===== src/logic/esc_map.vh =====
// Purpose: Constants for the event status and common-command block
// Assumes: Command codes are decoded upstream from the parser
// Notes: Definitions only
`ifndef ESC_MAP_VH
`define ESC_MAP_VH
// Event bit positions
`define ESC_EV_PON 7
`define ESC_EV_URQ 6
`define ESC_EV_CME 5
`define ESC_EV_EXE 4
`define ESC_EV_DDE 3
`define ESC_EV_QYE 2
`define ESC_EV_RQC 1
`define ESC_EV_OPC 0
// Summary bit in main status byte
`define ESC_STB_ESB 5
// Reset values
`define ESC_MASK_RST 8'h00
`define ESC_EVT_RST 8'h80
// Command codes
`define ESC_CMD_MASK_SET 4'h1
`define ESC_CMD_MASK_QRY 4'h2
`define ESC_CMD_EVT_QRY 4'h3
`define ESC_CMD_OPC_SET 4'h4
`define ESC_CMD_OPC_QRY 4'h5
`define ESC_CMD_IDN_QRY 4'h6
`define ESC_CMD_LRN_QRY 4'h7
`define ESC_CMD_LRN_SET 4'h8
`define ESC_CMD_PCB_SET 4'h9
`define ESC_CMD_CLS 4'hA
`define ESC_CMD_RST 4'hB
// Response kinds
`define ESC_RSP_NUM 3'h1
`define ESC_RSP_IDN 3'h2
`define ESC_RSP_LRN 3'h3
// Highest primary bus address
`define ESC_PCB_MAX 5'h1E
`endif


===== src/logic/esc_event_status.v =====
// Summary of operation
// - An event bit reaches the summary only when its mask bit is set.
// - Status byte bit 5 is set whenever any set event bit is enabled.
// - The 8-bit mask is written by the set command and returned by its query.
// - Reading the event register returns its contents and then clears it.
// - Event bits are 7 power-on, 6 user request, 5 command, 4 execution, 3 device, 2 query, 1 request control, 0 OPC.
// - The OPC set command sets event bit 0 once pending work is done.
// - The OPC query queues the value 1 once pending work is done.
// - OPC commands never stall the command stream.
// - Waveform time-setting and sequence compilation count as pending work.
// - The identity query answers maker, model, serial and revision in that order.
// - The learn query emits the setup and a learn program restores it.
// - Pass-control-back stores a bus address from 0 to 30.
// - Only primary addresses are accepted for pass-control-back.
// - Clear-status clears the status byte summary and the event register only.
// - Status byte bit 5 carries the event summary, weight 32.
//
// Purpose: Standard event status and common-command handling
// Assumes: Command parser supplies decoded strobes and numeric values
// Notes: Responses are numeric or selector codes for a formatter
`timescale 1ns/1ps
`include "esc_map.vh"
module esc_event_status #(
    parameter SETUP_W = 32
) (
    // Clock and reset
    input wire clk_i,
    input wire rst_n_i,
    // Decoded commands
    input wire cmd_valid_i,
    input wire [3:0] cmd_code_i,
    input wire [7:0] cmd_value_i,
    input wire cmd_secondary_i,
    input wire [SETUP_W-1:0] lrn_setup_i,
    // Event conditions, one-cycle pulses
    input wire ev_user_req_i,
    input wire ev_cmd_err_i,
    input wire ev_exec_err_i,
    input wire ev_dev_err_i,
    input wire ev_query_err_i,
    input wire ev_req_ctrl_i,
    // Overlapped work
    input wire wave_time_start_i,
    input wire wave_time_done_i,
    input wire sequence_compilation_start_i,
    input wire sequence_compilation_done_i,
    // Responses
    output reg rsp_valid_o,
    output reg [2:0] rsp_kind_o,
    output reg [7:0] rsp_value_o,
    output reg [SETUP_W-1:0] lrn_value_o,
    // Setup restore
    output reg setup_load_o,
    output reg [SETUP_W-1:0] setup_data_o,
    // Status
    output wire [7:0] event_status_enable_mask_o,
    output wire [7:0] standard_event_status_o,
    output wire esb_summary_o,
    output wire [7:0] stb_contrib_o,
    output wire [4:0] pcb_addr_o,
    output wire pcb_valid_o,
    output wire opc_busy_o
);
    reg [7:0] mask_reg;
    reg [7:0] evt_reg;
    reg [7:0] evt_next;
    reg [4:0] pcb_reg;
    reg pcb_valid_reg;
    wire opc_set_fire;
    wire opc_qry_fire;
    wire is_cmd;
    wire [7:0] ev_in;
    wire [7:0] evt_enabled;
    wire rsp_any;

    // One strobe per decoded command
    wire cmd_mask_set;
    wire cmd_mask_qry;
    wire cmd_evt_qry;
    wire cmd_opc_set;
    wire cmd_opc_qry;
    wire cmd_idn_qry;
    wire cmd_lrn_qry;
    wire cmd_lrn_set;
    wire cmd_pcb_set;
    wire cmd_cls;
    wire cmd_rst;
    wire evt_clear;
    wire pcb_in_range;
    wire pcb_ok;

    assign is_cmd = cmd_valid_i;
    assign cmd_mask_set = is_cmd && (cmd_code_i == `ESC_CMD_MASK_SET);
    assign cmd_mask_qry = is_cmd && (cmd_code_i == `ESC_CMD_MASK_QRY);
    assign cmd_evt_qry = is_cmd && (cmd_code_i == `ESC_CMD_EVT_QRY);
    assign cmd_opc_set = is_cmd && (cmd_code_i == `ESC_CMD_OPC_SET);
    assign cmd_opc_qry = is_cmd && (cmd_code_i == `ESC_CMD_OPC_QRY);
    assign cmd_idn_qry = is_cmd && (cmd_code_i == `ESC_CMD_IDN_QRY);
    assign cmd_lrn_qry = is_cmd && (cmd_code_i == `ESC_CMD_LRN_QRY);
    assign cmd_lrn_set = is_cmd && (cmd_code_i == `ESC_CMD_LRN_SET);
    assign cmd_pcb_set = is_cmd && (cmd_code_i == `ESC_CMD_PCB_SET);
    assign cmd_cls = is_cmd && (cmd_code_i == `ESC_CMD_CLS);
    assign cmd_rst = is_cmd && (cmd_code_i == `ESC_CMD_RST);
    assign rsp_any = cmd_mask_qry | cmd_evt_qry | cmd_idn_qry | cmd_lrn_qry;
    assign evt_clear = cmd_evt_qry || cmd_cls;
    // Out-of-range or secondary addresses leave the stored one alone
    assign pcb_in_range = (cmd_value_i <= {3'h0, `ESC_PCB_MAX});
    assign pcb_ok = cmd_pcb_set && !cmd_secondary_i && pcb_in_range;

    esc_opc_tracker #(
        .NUM_SRC(2)
    ) u_opc (
        .clk_i(clk_i),
        .rst_n_i(rst_n_i),
        .op_start_i({sequence_compilation_start_i, wave_time_start_i}),
        .op_done_i({sequence_compilation_done_i, wave_time_done_i}),
        .arm_set_i(cmd_opc_set),
        .arm_qry_i(cmd_opc_qry),
        // Reset command drops armed requests
        .cancel_i(cmd_rst),
        .busy_o(opc_busy_o),
        .set_fire_o(opc_set_fire),
        .qry_fire_o(opc_qry_fire)
    );

    // Event inputs in their fixed positions
    assign ev_in[`ESC_EV_PON] = 1'b0;
    assign ev_in[`ESC_EV_URQ] = ev_user_req_i;
    assign ev_in[`ESC_EV_CME] = ev_cmd_err_i;
    assign ev_in[`ESC_EV_EXE] = ev_exec_err_i;
    assign ev_in[`ESC_EV_DDE] = ev_dev_err_i;
    assign ev_in[`ESC_EV_QYE] = ev_query_err_i;
    assign ev_in[`ESC_EV_RQC] = ev_req_ctrl_i;
    assign ev_in[`ESC_EV_OPC] = opc_set_fire;

    // Clear on read or clear-status, new events win
    always @* begin
        evt_next = evt_reg;
        if (evt_clear) begin
            evt_next = 8'h00;
        end
        evt_next = evt_next | ev_in;
    end

    always @(posedge clk_i or negedge rst_n_i) begin
        if (!rst_n_i) begin
            mask_reg <= `ESC_MASK_RST;
            evt_reg <= `ESC_EVT_RST;
            pcb_reg <= 5'h00;
            pcb_valid_reg <= 1'b0;
        end else begin
            evt_reg <= evt_next;
            if (cmd_mask_set) begin
                mask_reg <= cmd_value_i;
            end
            if (pcb_ok) begin
                pcb_reg <= cmd_value_i[4:0];
                pcb_valid_reg <= 1'b1;
            end
        end
    end

    // Response path, opc query has priority over a same-cycle query
    always @(posedge clk_i or negedge rst_n_i) begin
        if (!rst_n_i) begin
            rsp_valid_o <= 1'b0;
            rsp_kind_o <= 3'h0;
            rsp_value_o <= 8'h00;
            lrn_value_o <= {SETUP_W{1'b0}};
            setup_load_o <= 1'b0;
            setup_data_o <= {SETUP_W{1'b0}};
        end else begin
            rsp_valid_o <= 1'b0;
            setup_load_o <= 1'b0;
            if (opc_qry_fire) begin
                rsp_valid_o <= 1'b1;
                rsp_kind_o <= `ESC_RSP_NUM;
                rsp_value_o <= 8'h01;
            end else if (rsp_any) begin
                case (cmd_code_i)
                    `ESC_CMD_MASK_QRY: begin
                        rsp_valid_o <= 1'b1;
                        rsp_kind_o <= `ESC_RSP_NUM;
                        rsp_value_o <= mask_reg;
                    end
                    `ESC_CMD_EVT_QRY: begin
                        rsp_valid_o <= 1'b1;
                        rsp_kind_o <= `ESC_RSP_NUM;
                        rsp_value_o <= evt_reg;
                    end
                    `ESC_CMD_IDN_QRY: begin
                        rsp_valid_o <= 1'b1;
                        rsp_kind_o <= `ESC_RSP_IDN;
                        rsp_value_o <= 8'h00;
                    end
                    `ESC_CMD_LRN_QRY: begin
                        rsp_valid_o <= 1'b1;
                        rsp_kind_o <= `ESC_RSP_LRN;
                        rsp_value_o <= 8'h00;
                        lrn_value_o <= lrn_setup_i;
                    end
                    default: begin
                        rsp_valid_o <= 1'b0;
                    end
                endcase
            end
            if (cmd_lrn_set) begin
                setup_load_o <= 1'b1;
                setup_data_o <= lrn_setup_i;
            end
        end
    end

    // Enabled events feed the summary
    assign evt_enabled = evt_reg & mask_reg;
    assign esb_summary_o = |evt_enabled;
    assign stb_contrib_o = {2'b00, esb_summary_o, 5'b00000};
    assign event_status_enable_mask_o = mask_reg;
    assign standard_event_status_o = evt_reg;
    assign pcb_addr_o = pcb_reg;
    assign pcb_valid_o = pcb_valid_reg;
endmodule // esc_event_status


===== src/logic/esc_opc_tracker.v =====
// Purpose: Tracks pending overlapped operations and operation-complete requests
// Assumes: Overlapped work reports start and done pulses
// Notes: Requests never stall the command stream
`timescale 1ns/1ps
module esc_opc_tracker #(
    parameter NUM_SRC = 2
) (
    // Clock and reset
    input wire clk_i,
    input wire rst_n_i,
    // Overlapped work
    input wire [NUM_SRC-1:0] op_start_i,
    input wire [NUM_SRC-1:0] op_done_i,
    // Requests
    input wire arm_set_i,
    input wire arm_qry_i,
    input wire cancel_i,
    // Completion
    output wire busy_o,
    output wire set_fire_o,
    output wire qry_fire_o
);
    reg [NUM_SRC-1:0] pend_reg;
    reg [NUM_SRC-1:0] pend_next;
    reg set_arm_reg;
    reg qry_arm_reg;
    integer k;

    always @* begin
        for (k = 0; k < NUM_SRC; k = k + 1) begin
            pend_next[k] = op_start_i[k] | (pend_reg[k] & ~op_done_i[k]);
        end
    end

    assign busy_o = |pend_reg;
    assign set_fire_o = set_arm_reg & ~busy_o;
    assign qry_fire_o = qry_arm_reg & ~busy_o;

    always @(posedge clk_i or negedge rst_n_i) begin
        if (!rst_n_i) begin
            pend_reg <= {NUM_SRC{1'b0}};
            set_arm_reg <= 1'b0;
            qry_arm_reg <= 1'b0;
        end else if (cancel_i) begin
            pend_reg <= pend_next;
            set_arm_reg <= 1'b0;
            qry_arm_reg <= 1'b0;
        end else begin
            pend_reg <= pend_next;
            set_arm_reg <= arm_set_i | (set_arm_reg & busy_o);
            qry_arm_reg <= arm_qry_i | (qry_arm_reg & busy_o);
        end
    end
endmodule // esc_opc_tracker


===== config.mk =====
export PLATFORM = sky130hd
export DESIGN_NAME = esc_event_status
export DESIGN_NICKNAME = d
export VERILOG_FILES = /design/src/logic/esc_event_status.v /design/src/logic/esc_opc_tracker.v
export VERILOG_INCLUDE_DIRS = /design/src /design/src/logic
export SDC_FILE = /design/constraint.sdc
export NUM_CORES = 1
export LEC_CHECK = 0
export ABC_AREA = 1
export ABC_CLOCK_PERIOD_IN_PS = 1300
export BUFFER_PORTS_ARGS = -buffer_cell sky130_fd_sc_hd__buf_2
export CELL_PAD_IN_SITES_DETAIL_PLACEMENT = 1
export CELL_PAD_IN_SITES_GLOBAL_PLACEMENT = 1
export CORE_MARGIN = 8
export CORE_UTILIZATION = 32
export CTS_CLUSTER_DIAMETER = 60
export DETAILED_ROUTE_END_ITERATION = 7
export GPL_TIMING_DRIVEN = 0
export HOLD_SLACK_MARGIN = 0.12
export PLACE_DENSITY_LB_ADDON = 0.1
export REMOVE_ABC_BUFFERS = 1
export SLEW_MARGIN = 20
export SYNTH_ARGS = -nofsm -noshare
export SYNTH_HDL_FRONTEND = slang
export SYNTH_SLANG_ARGS = --single-unit

===== constraint.sdc =====
create_clock -name clk_i -period 1.3 [get_ports clk_i]
set_clock_uncertainty 0.05 [all_clocks]
set_input_delay 0.065 -clock clk_i [delete_from_list [all_inputs] [get_ports clk_i]]
set_output_delay 0.065 -clock clk_i [all_outputs]
set_load 0.02 [all_outputs]

Word level (Yosys, flattened, before mapping)
Index checks and enable logic that the tools add are counted.
Storage, ports and cells
  register bits after elaboration: 103
  bits of input ports: 58
  output and inout port bits: 109
  word-level logic and storage cells: 83
Operators by class
  order comparisons: 1
  equal/unequal tests: 11
  mux-type cells: 13
  bitwise logic cells: 19
  reduce and logical (&&, ||, !) cells: 26
Operators with widths (count)
  8-bit 2-to-1 mux: 3
  8-bit case mux with 3 select lines: 1
  4-bit by 3-bit == test with 1-bit output (second input constant): 4
  4-bit == test (second input constant): 4
  1-bit logical AND: 13
  3-bit case mux with 3 select lines: 1
  8-bit AND: 1
  4-bit by 2-bit == test with 1-bit output (second input constant): 2
  8-bit by 5-bit <= comparator with 1-bit output (second input constant): 1
  8-bit by 7-bit OR with 8-bit output: 1
  4-bit nonzero test: 2
  8-bit OR reduction: 1
  1-bit OR: 7
  1-bit AND: 6
  1-bit 2-to-1 mux: 6
  3-bit 2-to-1 mux: 2
  2-bit OR reduction: 3
  4-bit by 1-bit == test with 1-bit output (second input constant): 1
  1-bit inverter: 4
  2-bit AND reduction: 2
  4-bit OR reduction: 1
  3-bit AND reduction: 1
  2-bit nonzero test: 1
  1-bit logical NOT: 1
  1-bit logical OR: 1

Logic depth before layout (Yosys ltp)
Gate-level depths: netlist of run 1.
  word-level depth: 7
  gate-level depth with buffers: 9
  gate-level depth less buffers: 7

Hierarchy
Synthesis of run 1 repeated with hierarchy kept, for this count alone.
Second synthesis, totals
  cell total of the unflattened synthesis: 466
  area, all modules: 4515.6 um^2
By module, submodules not included
  esc_event_status: times used 1, cells an instance 447, area each 4344.2 um^2
  esc_opc_tracker: times used 1, cells an instance 19, area each 171.4 um^2

Worst setup path after synthesis of run 1
Ideal clock, no wire load.
  kind: flip-flop to output port
  from: reg mask_reg[6] (netlist: event_status_enable_mask_o[6])
  to: out stb_contrib_o[5]
  arrival time: 1211 ps
  data required time: 1185 ps
  path slack: -26 ps
  stages on the path, launching flop included: 6
  path buffers: 1
  cell sequence: dfrtp_1 nand2_1 nand2_1 a21oi_1 nand4_1 buf_4
On the way
  longest elaborated chain between the ends: 2
RTL lines
  start, declared: RTL line esc_event_status.v:64  | reg [7:0] mask_reg;
  start signal, assigned: RTL line esc_event_status.v:147  | mask_reg <= `ESC_MASK_RST;
  start signal, assigned: RTL line esc_event_status.v:154  | mask_reg <= cmd_value_i;
  8-bit AND: RTL line esc_event_status.v:215  | assign evt_enabled = evt_reg & mask_reg;
  8-bit OR reduction: RTL line esc_event_status.v:216  | assign esb_summary_o = |evt_enabled;
  end, declared: RTL line esc_event_status.v:59  | output wire [7:0] stb_contrib_o,
Every way passes these cells.

Worst setup path in the final report of run 1
  from: reg evt_reg[7] (netlist: standard_event_status_o[7])
  to: out stb_contrib_o[5]
On the way
  longest elaborated chain between the ends: 2
RTL lines
  start, declared: RTL line esc_event_status.v:65  | reg [7:0] evt_reg;
  start signal, assigned: RTL line esc_event_status.v:148  | evt_reg <= `ESC_EVT_RST;
  start signal, assigned: RTL line esc_event_status.v:152  | evt_reg <= evt_next;
  8-bit AND: RTL line esc_event_status.v:215
  8-bit OR reduction: RTL line esc_event_status.v:216
Every way passes these cells.

==> results of run 1 <==
per-stage QoR:
step | std cells | TNS (ns) | hold slack (ns) | total power (W) | setup WS (ns)
floorplan | 480 | -27.50 | -0.281 | 0.00516 | -0.726
global placement | 814 | -218.55 | 0.209 | 0.00608 | -1.92
detailed placement | 817 | -72.91 | -0.0477 | 0.00614 | -1.07
CTS | 909 | -3.18 | 0.137 | 0.00923 | -0.158
global route | 916 | -3.82 | 0.153 | 0.00968 | -0.194
finish | 916 | -0.885 | 0.120 | 0.00924 | -0.129
what timing repair did:
item,4_1_cts,5_1_grt
hold buffers,62,1
gates cloned,6,3
setup buffers,8,5
resized for setup,54,35
endpoints found under the hold margin,193,1
setup endpoints to repair,78,90
pin swaps,8,7
metal layers:
| metal | global-route usage | vias up | share of wire |
|---|---|---|---|
| met5 | 0 | - | 0 |
| met4 | 0.0619 | 0 | 0.014 |
| met3 | 0.0522 | 16 | 0.057 |
| met2 | 0.315 | 127 | 0.49 |
| met1 | 0.216 | 2053 | 0.44 |
| li1 | - | 2011 | - |
where the power goes:
group	internal, W	switching (W)	total (W)
clock	0.00159	0.00121	0.00280
combinational	0.000906	0.00152	0.00242
sequential	0.00367	0.000353	0.00402
total	0.00616	0.00308	0.00924
final cells by class:
class / count / share of cell area
clock inverters: 4 / 0.00676
well taps: 176 / 0.0331
clock buffers: 12 / 0.0385
repair inverters: 5 / 0.0109
multi-input cells: 353 / 0.263
flip-flops and latches: 102 / 0.384
inverters: 29 / 0.0218
repair buffers: 235 / 0.242
cells in the final DEF (no fill, tap or decap), types with 2 or more instances in the layout:
master,instances
nand2_8,5
conb_1,8
clkinv_2,3
nor2_1,10
clkbuf_8,2
nand3_2,7
buf_8,2
nand2_2,42
o21bai_1,8
nand3_1,49
dfrtp_2,3
inv_1,23
nand2_1,198
o21ai_0,8
buf_2,152
dlygate4sd3_1,61
inv_8,4
nand2_4,3
buf_6,6
clkinv_16,2
a21oi_1,2
inv_2,3
nor2_4,3
nor2_2,4
clkbuf_16,9
buf_4,11
dfrtp_1,98
worst max-delay path: cells and delay by family, from the launching register on:
family                 cells  cell delay, ns
AOI/OAI and AO/OA          1            0.04
and+or+nand+nor            3            0.22
buffers and inverters      1            0.16
DFF                        1            0.54
logic make-up after synthesis:
kind of cell | Yosys count | share of synthesized area
AND/OR/NAND/NOR | 322 | 0.311
flip-flops | 102 | 0.592
AO/OA/AOI/OAI | 19 | 0.0267
other | 1 | 0.000870
buffers and inverters | 56 | 0.0694
final timing paths:
kind | depth (start not counted) | to | from | slack (ns)
worst max-delay path | 5 | stb_contrib_o[5] | standard_event_status_o[7] | -0.13
worst min-delay path | 6 | pcb_addr_o[0] | cmd_secondary_i | 0.12
worst max register to register | 7 | lrn_value_o[17] | u_opc.pend_reg[1] | -0.06
worst min register to register | 2 | pcb_valid_o | pcb_valid_o | 0.42
max in group asynchronous | 3 | standard_event_status_o[0] | rst_n_i | 0.36
min in group asynchronous | 2 | setup_data_o[17] | rst_n_i | 0.14
==> metrics.csv, run 1 <==
metric,value,unit
status,"complete, but fails checks",
failing checks,setup timing,
Synth area leaders,"dfrtp_1, nand2_1, nand3_1, inv_1, buf_4",
Root Buffer,clkbuf_16,
Post-synth EDFFs,0,
VDD IR max,0.583,mV
max-cap violations,0,
Largest regs,"lrn_value_o: 32 flops, setup_data_o: 32 flops",
port bufs,158,
post-synth top area share,0.586,
power density over the cells,1390,mW/mm^2
post-synthesis sequential area ratio,0.592,
worst-path cell chain,nand2_1 > nand2_2 > a21oi_2 > nand4_1 > buf_4,
Layout Area Growth over Synthesis,54.5,%
Max H-tree Level,3,
Horiz. Die Dim,132,um
Crit path required time,1.19,ns
ant diodes,0,
final-report setup violation count,32,
number of global-route vias before repair,4770,
CP Max Fanout,2,
crit end category,output port,
worst rel slew slack,0.620,
Ports,167,
# DRC,0,
Die H,132,um
grt ovf,0,
Total GRT Usage,0.184,
Via-to-Cell Ratio,4.59,
detailed-router iteration count before antenna repair,4,
top achievable clock speed,700,MHz
clock slew at reported path FFs,0.07,ns
Multi-input gate area,0.00175,mm^2
warnings from Yosys,0,
largest net degree at the start of global routing,66,
"Design Area, Final",0.00666,mm^2
maximum clock insertion buffer count,2,
top post-synthesis cells by count,"nand2_1, dfrtp_1, nand3_1",
CP max-delay cell,dfstp_2,
Worst Path Arrival,1.31,ns
actual slew at the worst max-slew pin,0.568,ns
worst hold path class,primary input to flip-flop,
Final Max Tran Viols,0,
Lkg Pwr,3.70,nW
asr flop ratio synth,1.00,
fillers,1585,
die area,0.0174,mm^2
Vias,4207,
"area leader, netlist",dfrtp_1,
Core Area,0.0132,mm^2
Yosys reg bits,102,
Startpoint Class,flip-flop,
final-report hold violation count,0,
clock tree from TritonCTS,yes,
initial antenna violation count,0,
top-count cell post-synth,nand2_1,
fin crit share,1.10,
clock sinks,102,
RSZ-0062 raised after global routing,yes,
Routed Wire Length,16.3,mm
final worst slack,-0.129,ns
Crit Path Category,flip-flop to output port,
min Tclk post-route,1.43,ns
Finished Core Util,0.505,
total CTS buffers,9,
Final nets,793,
cells after synthesis,500,
worst-skew pair later-pin latency,0.35,ns
Reg area,0.00256,mm^2
Yosys cell types,25,
layout cells sized above 1,0.366,
Initial Utilization,0.327,
Final GP Congestion,0.724,
"Avg Cell Area, Syn",8.62,um^2
Routed Antenna Nets,0,
Avg WL per Cell,17.8,um
"Largest stage delay, worst path",0.54,ns
# rows,42,
Placed Area,0.00522,mm^2
DP Wirelength,9.77,mm
global-route wire length before repair,25.7,mm
dominant synthesized flop cell,dfrtp_1,
Post-Syn Area,0.00431,mm^2
Detailed Route Iter0 Violations,195,
Note: power is estimated with default switching activity, not from simulation.
==> run 2, diff against run 1 <==
--- a/config.mk
+++ b/config.mk
@@ -9,15 +9,13 @@
 export ABC_AREA = 1
 export ABC_CLOCK_PERIOD_IN_PS = 1300
 export BUFFER_PORTS_ARGS = -buffer_cell sky130_fd_sc_hd__buf_2
-export CELL_PAD_IN_SITES_DETAIL_PLACEMENT = 1
-export CELL_PAD_IN_SITES_GLOBAL_PLACEMENT = 1
 export CORE_MARGIN = 8
-export CORE_UTILIZATION = 32
+export CORE_UTILIZATION = 44
 export CTS_CLUSTER_DIAMETER = 60
 export DETAILED_ROUTE_END_ITERATION = 7
 export GPL_TIMING_DRIVEN = 0
 export HOLD_SLACK_MARGIN = 0.12
-export PLACE_DENSITY_LB_ADDON = 0.1
+export PLACE_DENSITY = 0.76
 export REMOVE_ABC_BUFFERS = 1
 export SLEW_MARGIN = 20
 export SYNTH_ARGS = -nofsm -noshare
==> metrics.csv, run 2 (same netlist as run 1, synthesis figures left out) <==
metric,value,unit,change
status,"complete, but fails checks",,
failing checks,setup timing,,
DP Wirelength,8.50,mm,-13%
Worst Path Arrival,1.30,ns,about the same
crit end category,output port,,
# rows,36,,-14%
Total GRT Usage,0.226,,+0.0422
clock sinks,102,,unchanged
Initial Utilization,0.447,,+0.120
Hold Slack,0.165,ns,+0.0445 ns
setup TNS,-2.11,ns,-1.22 ns
port bufs,158,,unchanged
Largest regs,"lrn_value_o: 32 flops, setup_data_o: 32 flops",,
Avg WL per Cell,16.9,um,-5.2%
critical path's top delay family,flip-flops,,
min Tclk post-route,1.41,ns,-0.0159 ns
Die H,115,um,-13%
initial antenna violation count,0,,unchanged
clock tree from TritonCTS,yes,,
fin crit share,1.09,,-0.0122
power density over the cells,1300,mW/mm^2,-6.3%
Layout Area Growth over Synthesis,55.4,%,
fin cells,875,,-4.5%
Final nets,795,,+0.25%
final worst slack,-0.113,ns,+0.0159 ns
Core Area,0.00964,mm^2,-27%
Horiz. Die Dim,115,um,-13%
ant diodes,0,,unchanged
Crit Path Category,flip-flop to output port,,
Finished Core Util,0.695,,+0.190
grt ovf,0,,unchanged
"commonest non-fill, non-tap cell in the layout",nand2_1,,
largest net degree at the start of global routing,55,,-17%
Lkg Pwr,3.71,nW,+0.45%
Final Max Tran Viols,0,,unchanged
Crit path required time,1.19,ns,about the same
global-route wire length before repair,23.3,mm,-9.2%
final-report hold violation count,0,,unchanged
final-report setup violation count,38,,+19%
CP Max Fanout,2,,unchanged
worst rel slew slack,0.644,,+0.0233
detailed-router iteration count before antenna repair,4,,unchanged
worst-skew pair later-pin latency,0.36,ns,about the same
Detailed Route Iter0 Violations,434,,+120%
pre-CTS setup slack,-0.889,ns,+0.183 ns
layout cells sized above 1,0.389,,+0.0233
"Largest stage delay, worst path",0.55,ns,about the same
worst-path cell chain,nand2_1 > nand2_1 > a21oi_2 > nand4_1 > buf_4,,
clock slew at reported path FFs,0.09,ns,+0.02 ns
maximum clock insertion buffer count,2,,unchanged
Startpoint Class,flip-flop,,
Ports,167,,unchanged
Max H-tree Level,3,,unchanged
worst hold path class,primary input to flip-flop,,
Vias,4289,,+1.9%
actual slew at the worst max-slew pin,0.533,ns,-0.0349 ns
Crit path buffers/inverters,1,,unchanged
die area,0.0132,mm^2,-24%
Root Buffer,clkbuf_8,,
# DRC,0,,unchanged
Routed Antenna Nets,0,,unchanged
top achievable clock speed,708,MHz,+1.1%
placed insts,774,,-5.3%
VDD IR max,0.709,mV,+22%
RSZ-0062 raised after global routing,yes,,
Via-to-Cell Ratio,4.90,,+6.7%
total CTS buffers,9,,unchanged
number of global-route vias before repair,4496,,-5.7%
Final GP Congestion,0.794,,+9.8%
Routed Wire Length,14.8,mm,-9.5%
CP max-delay cell,dfstp_2,,
critical path's most frequent cell,nand2_1,,
max-cap violations,0,,unchanged
"commonest non-fill, non-tap cells in the layout","nand2_1, buf_2, dfrtp_1",,
==> run 2: changes by cell type in the layout (fill, tap and decap cells not counted), moves of 2 or more <==
cell / before / now
nand3_1: 49 / 42
nand2_4: 3 / 10
nand2_2: 42 / 47
buf_12: 1 / 3
dfrtp_2: 3 / 0
inv_8: 4 / 2
nand2_1: 198 / 185
clkbuf_8: 2 / 10
nand3_2: 7 / 13
clkbuf_16: 9 / 0
dfrtp_1: 98 / 101
clkinv_8: 0 / 4
==> run 2: path summary, 6_finish.rpt <==
check / slack (ns) / start / to / cells after the start
worst max-delay path: -0.11 / standard_event_status_o[7] / esb_summary_o / 5
max in group asynchronous: 0.35 / rst_n_i / standard_event_status_o[7] / 3
min in group asynchronous: 0.18 / rst_n_i / lrn_value_o[25] / 2
worst max register to register: -0.08 / u_opc.pend_reg[1] / lrn_value_o[17] / 7
worst min-delay path: 0.16 / cmd_code_i[0] / u_opc.qry_arm_reg / 4
worst min register to register: 0.42 / pcb_addr_o[3] / pcb_addr_o[3] / 2
==> run 2: layer usage <==
metal,share of wire,track usage
met2,0.49,0.389
met3,0.10,0.0678
met5,0,0
met4,0.017,0.0797
met1,0.39,0.261
==> run 2: area by class of cell <==
| type | count | area (um^2) |
|---|---|---|
| fill | 732 | 2940 |
| sequential | 102 | 2550 |
| multi-input combinational | 352 | 1860 |
| timing repair buffer | 237 | 1640 |
| tap | 133 | 166 |
| inverter | 29 | 148 |
| clock buffer | 12 | 145 |
| timing repair inverter | 6 | 106 |
| clock inverter | 4 | 70.1 |
==> run 2: through the flow <==
stage / area (um^2) / power, W
floorplan: 4150 / 0.00516
global placement: 5100 / 0.00601
detailed placement: 5160 / 0.00609
CTS: 6440 / 0.00861
global route: 6700 / 0.00912
finish: 6700 / 0.00871
==> run 2: worst reg2reg max path: stages (launching register included) <==
cell and delay, ns:
dfrtp_1 0.41, nor2_4 0.16, nand2_4 0.09, nand2_8 0.18
clkinv_16 0.13, nand2_8 0.17, nand2_2 0.06, nand2_1 0.07
==> run 2: power by group <==
group / switching [W] / internal, W / total [W]
registers: 0.000356 / 0.00366 / 0.00401
logic: 0.00157 / 0.000956 / 0.00253
clock network: 0.00103 / 0.00113 / 0.00217
total: 0.00296 / 0.00575 / 0.00871
==> run 2: what timing repair did <==
action	4_1_cts	5_1_grt
setup endpoints to repair	78	90
endpoints found under the hold margin	192	0
hold buffers	62	0
pin swaps	11	11
gates cloned	8	1
buffers inserted	10	4
gates resized for setup	64	54
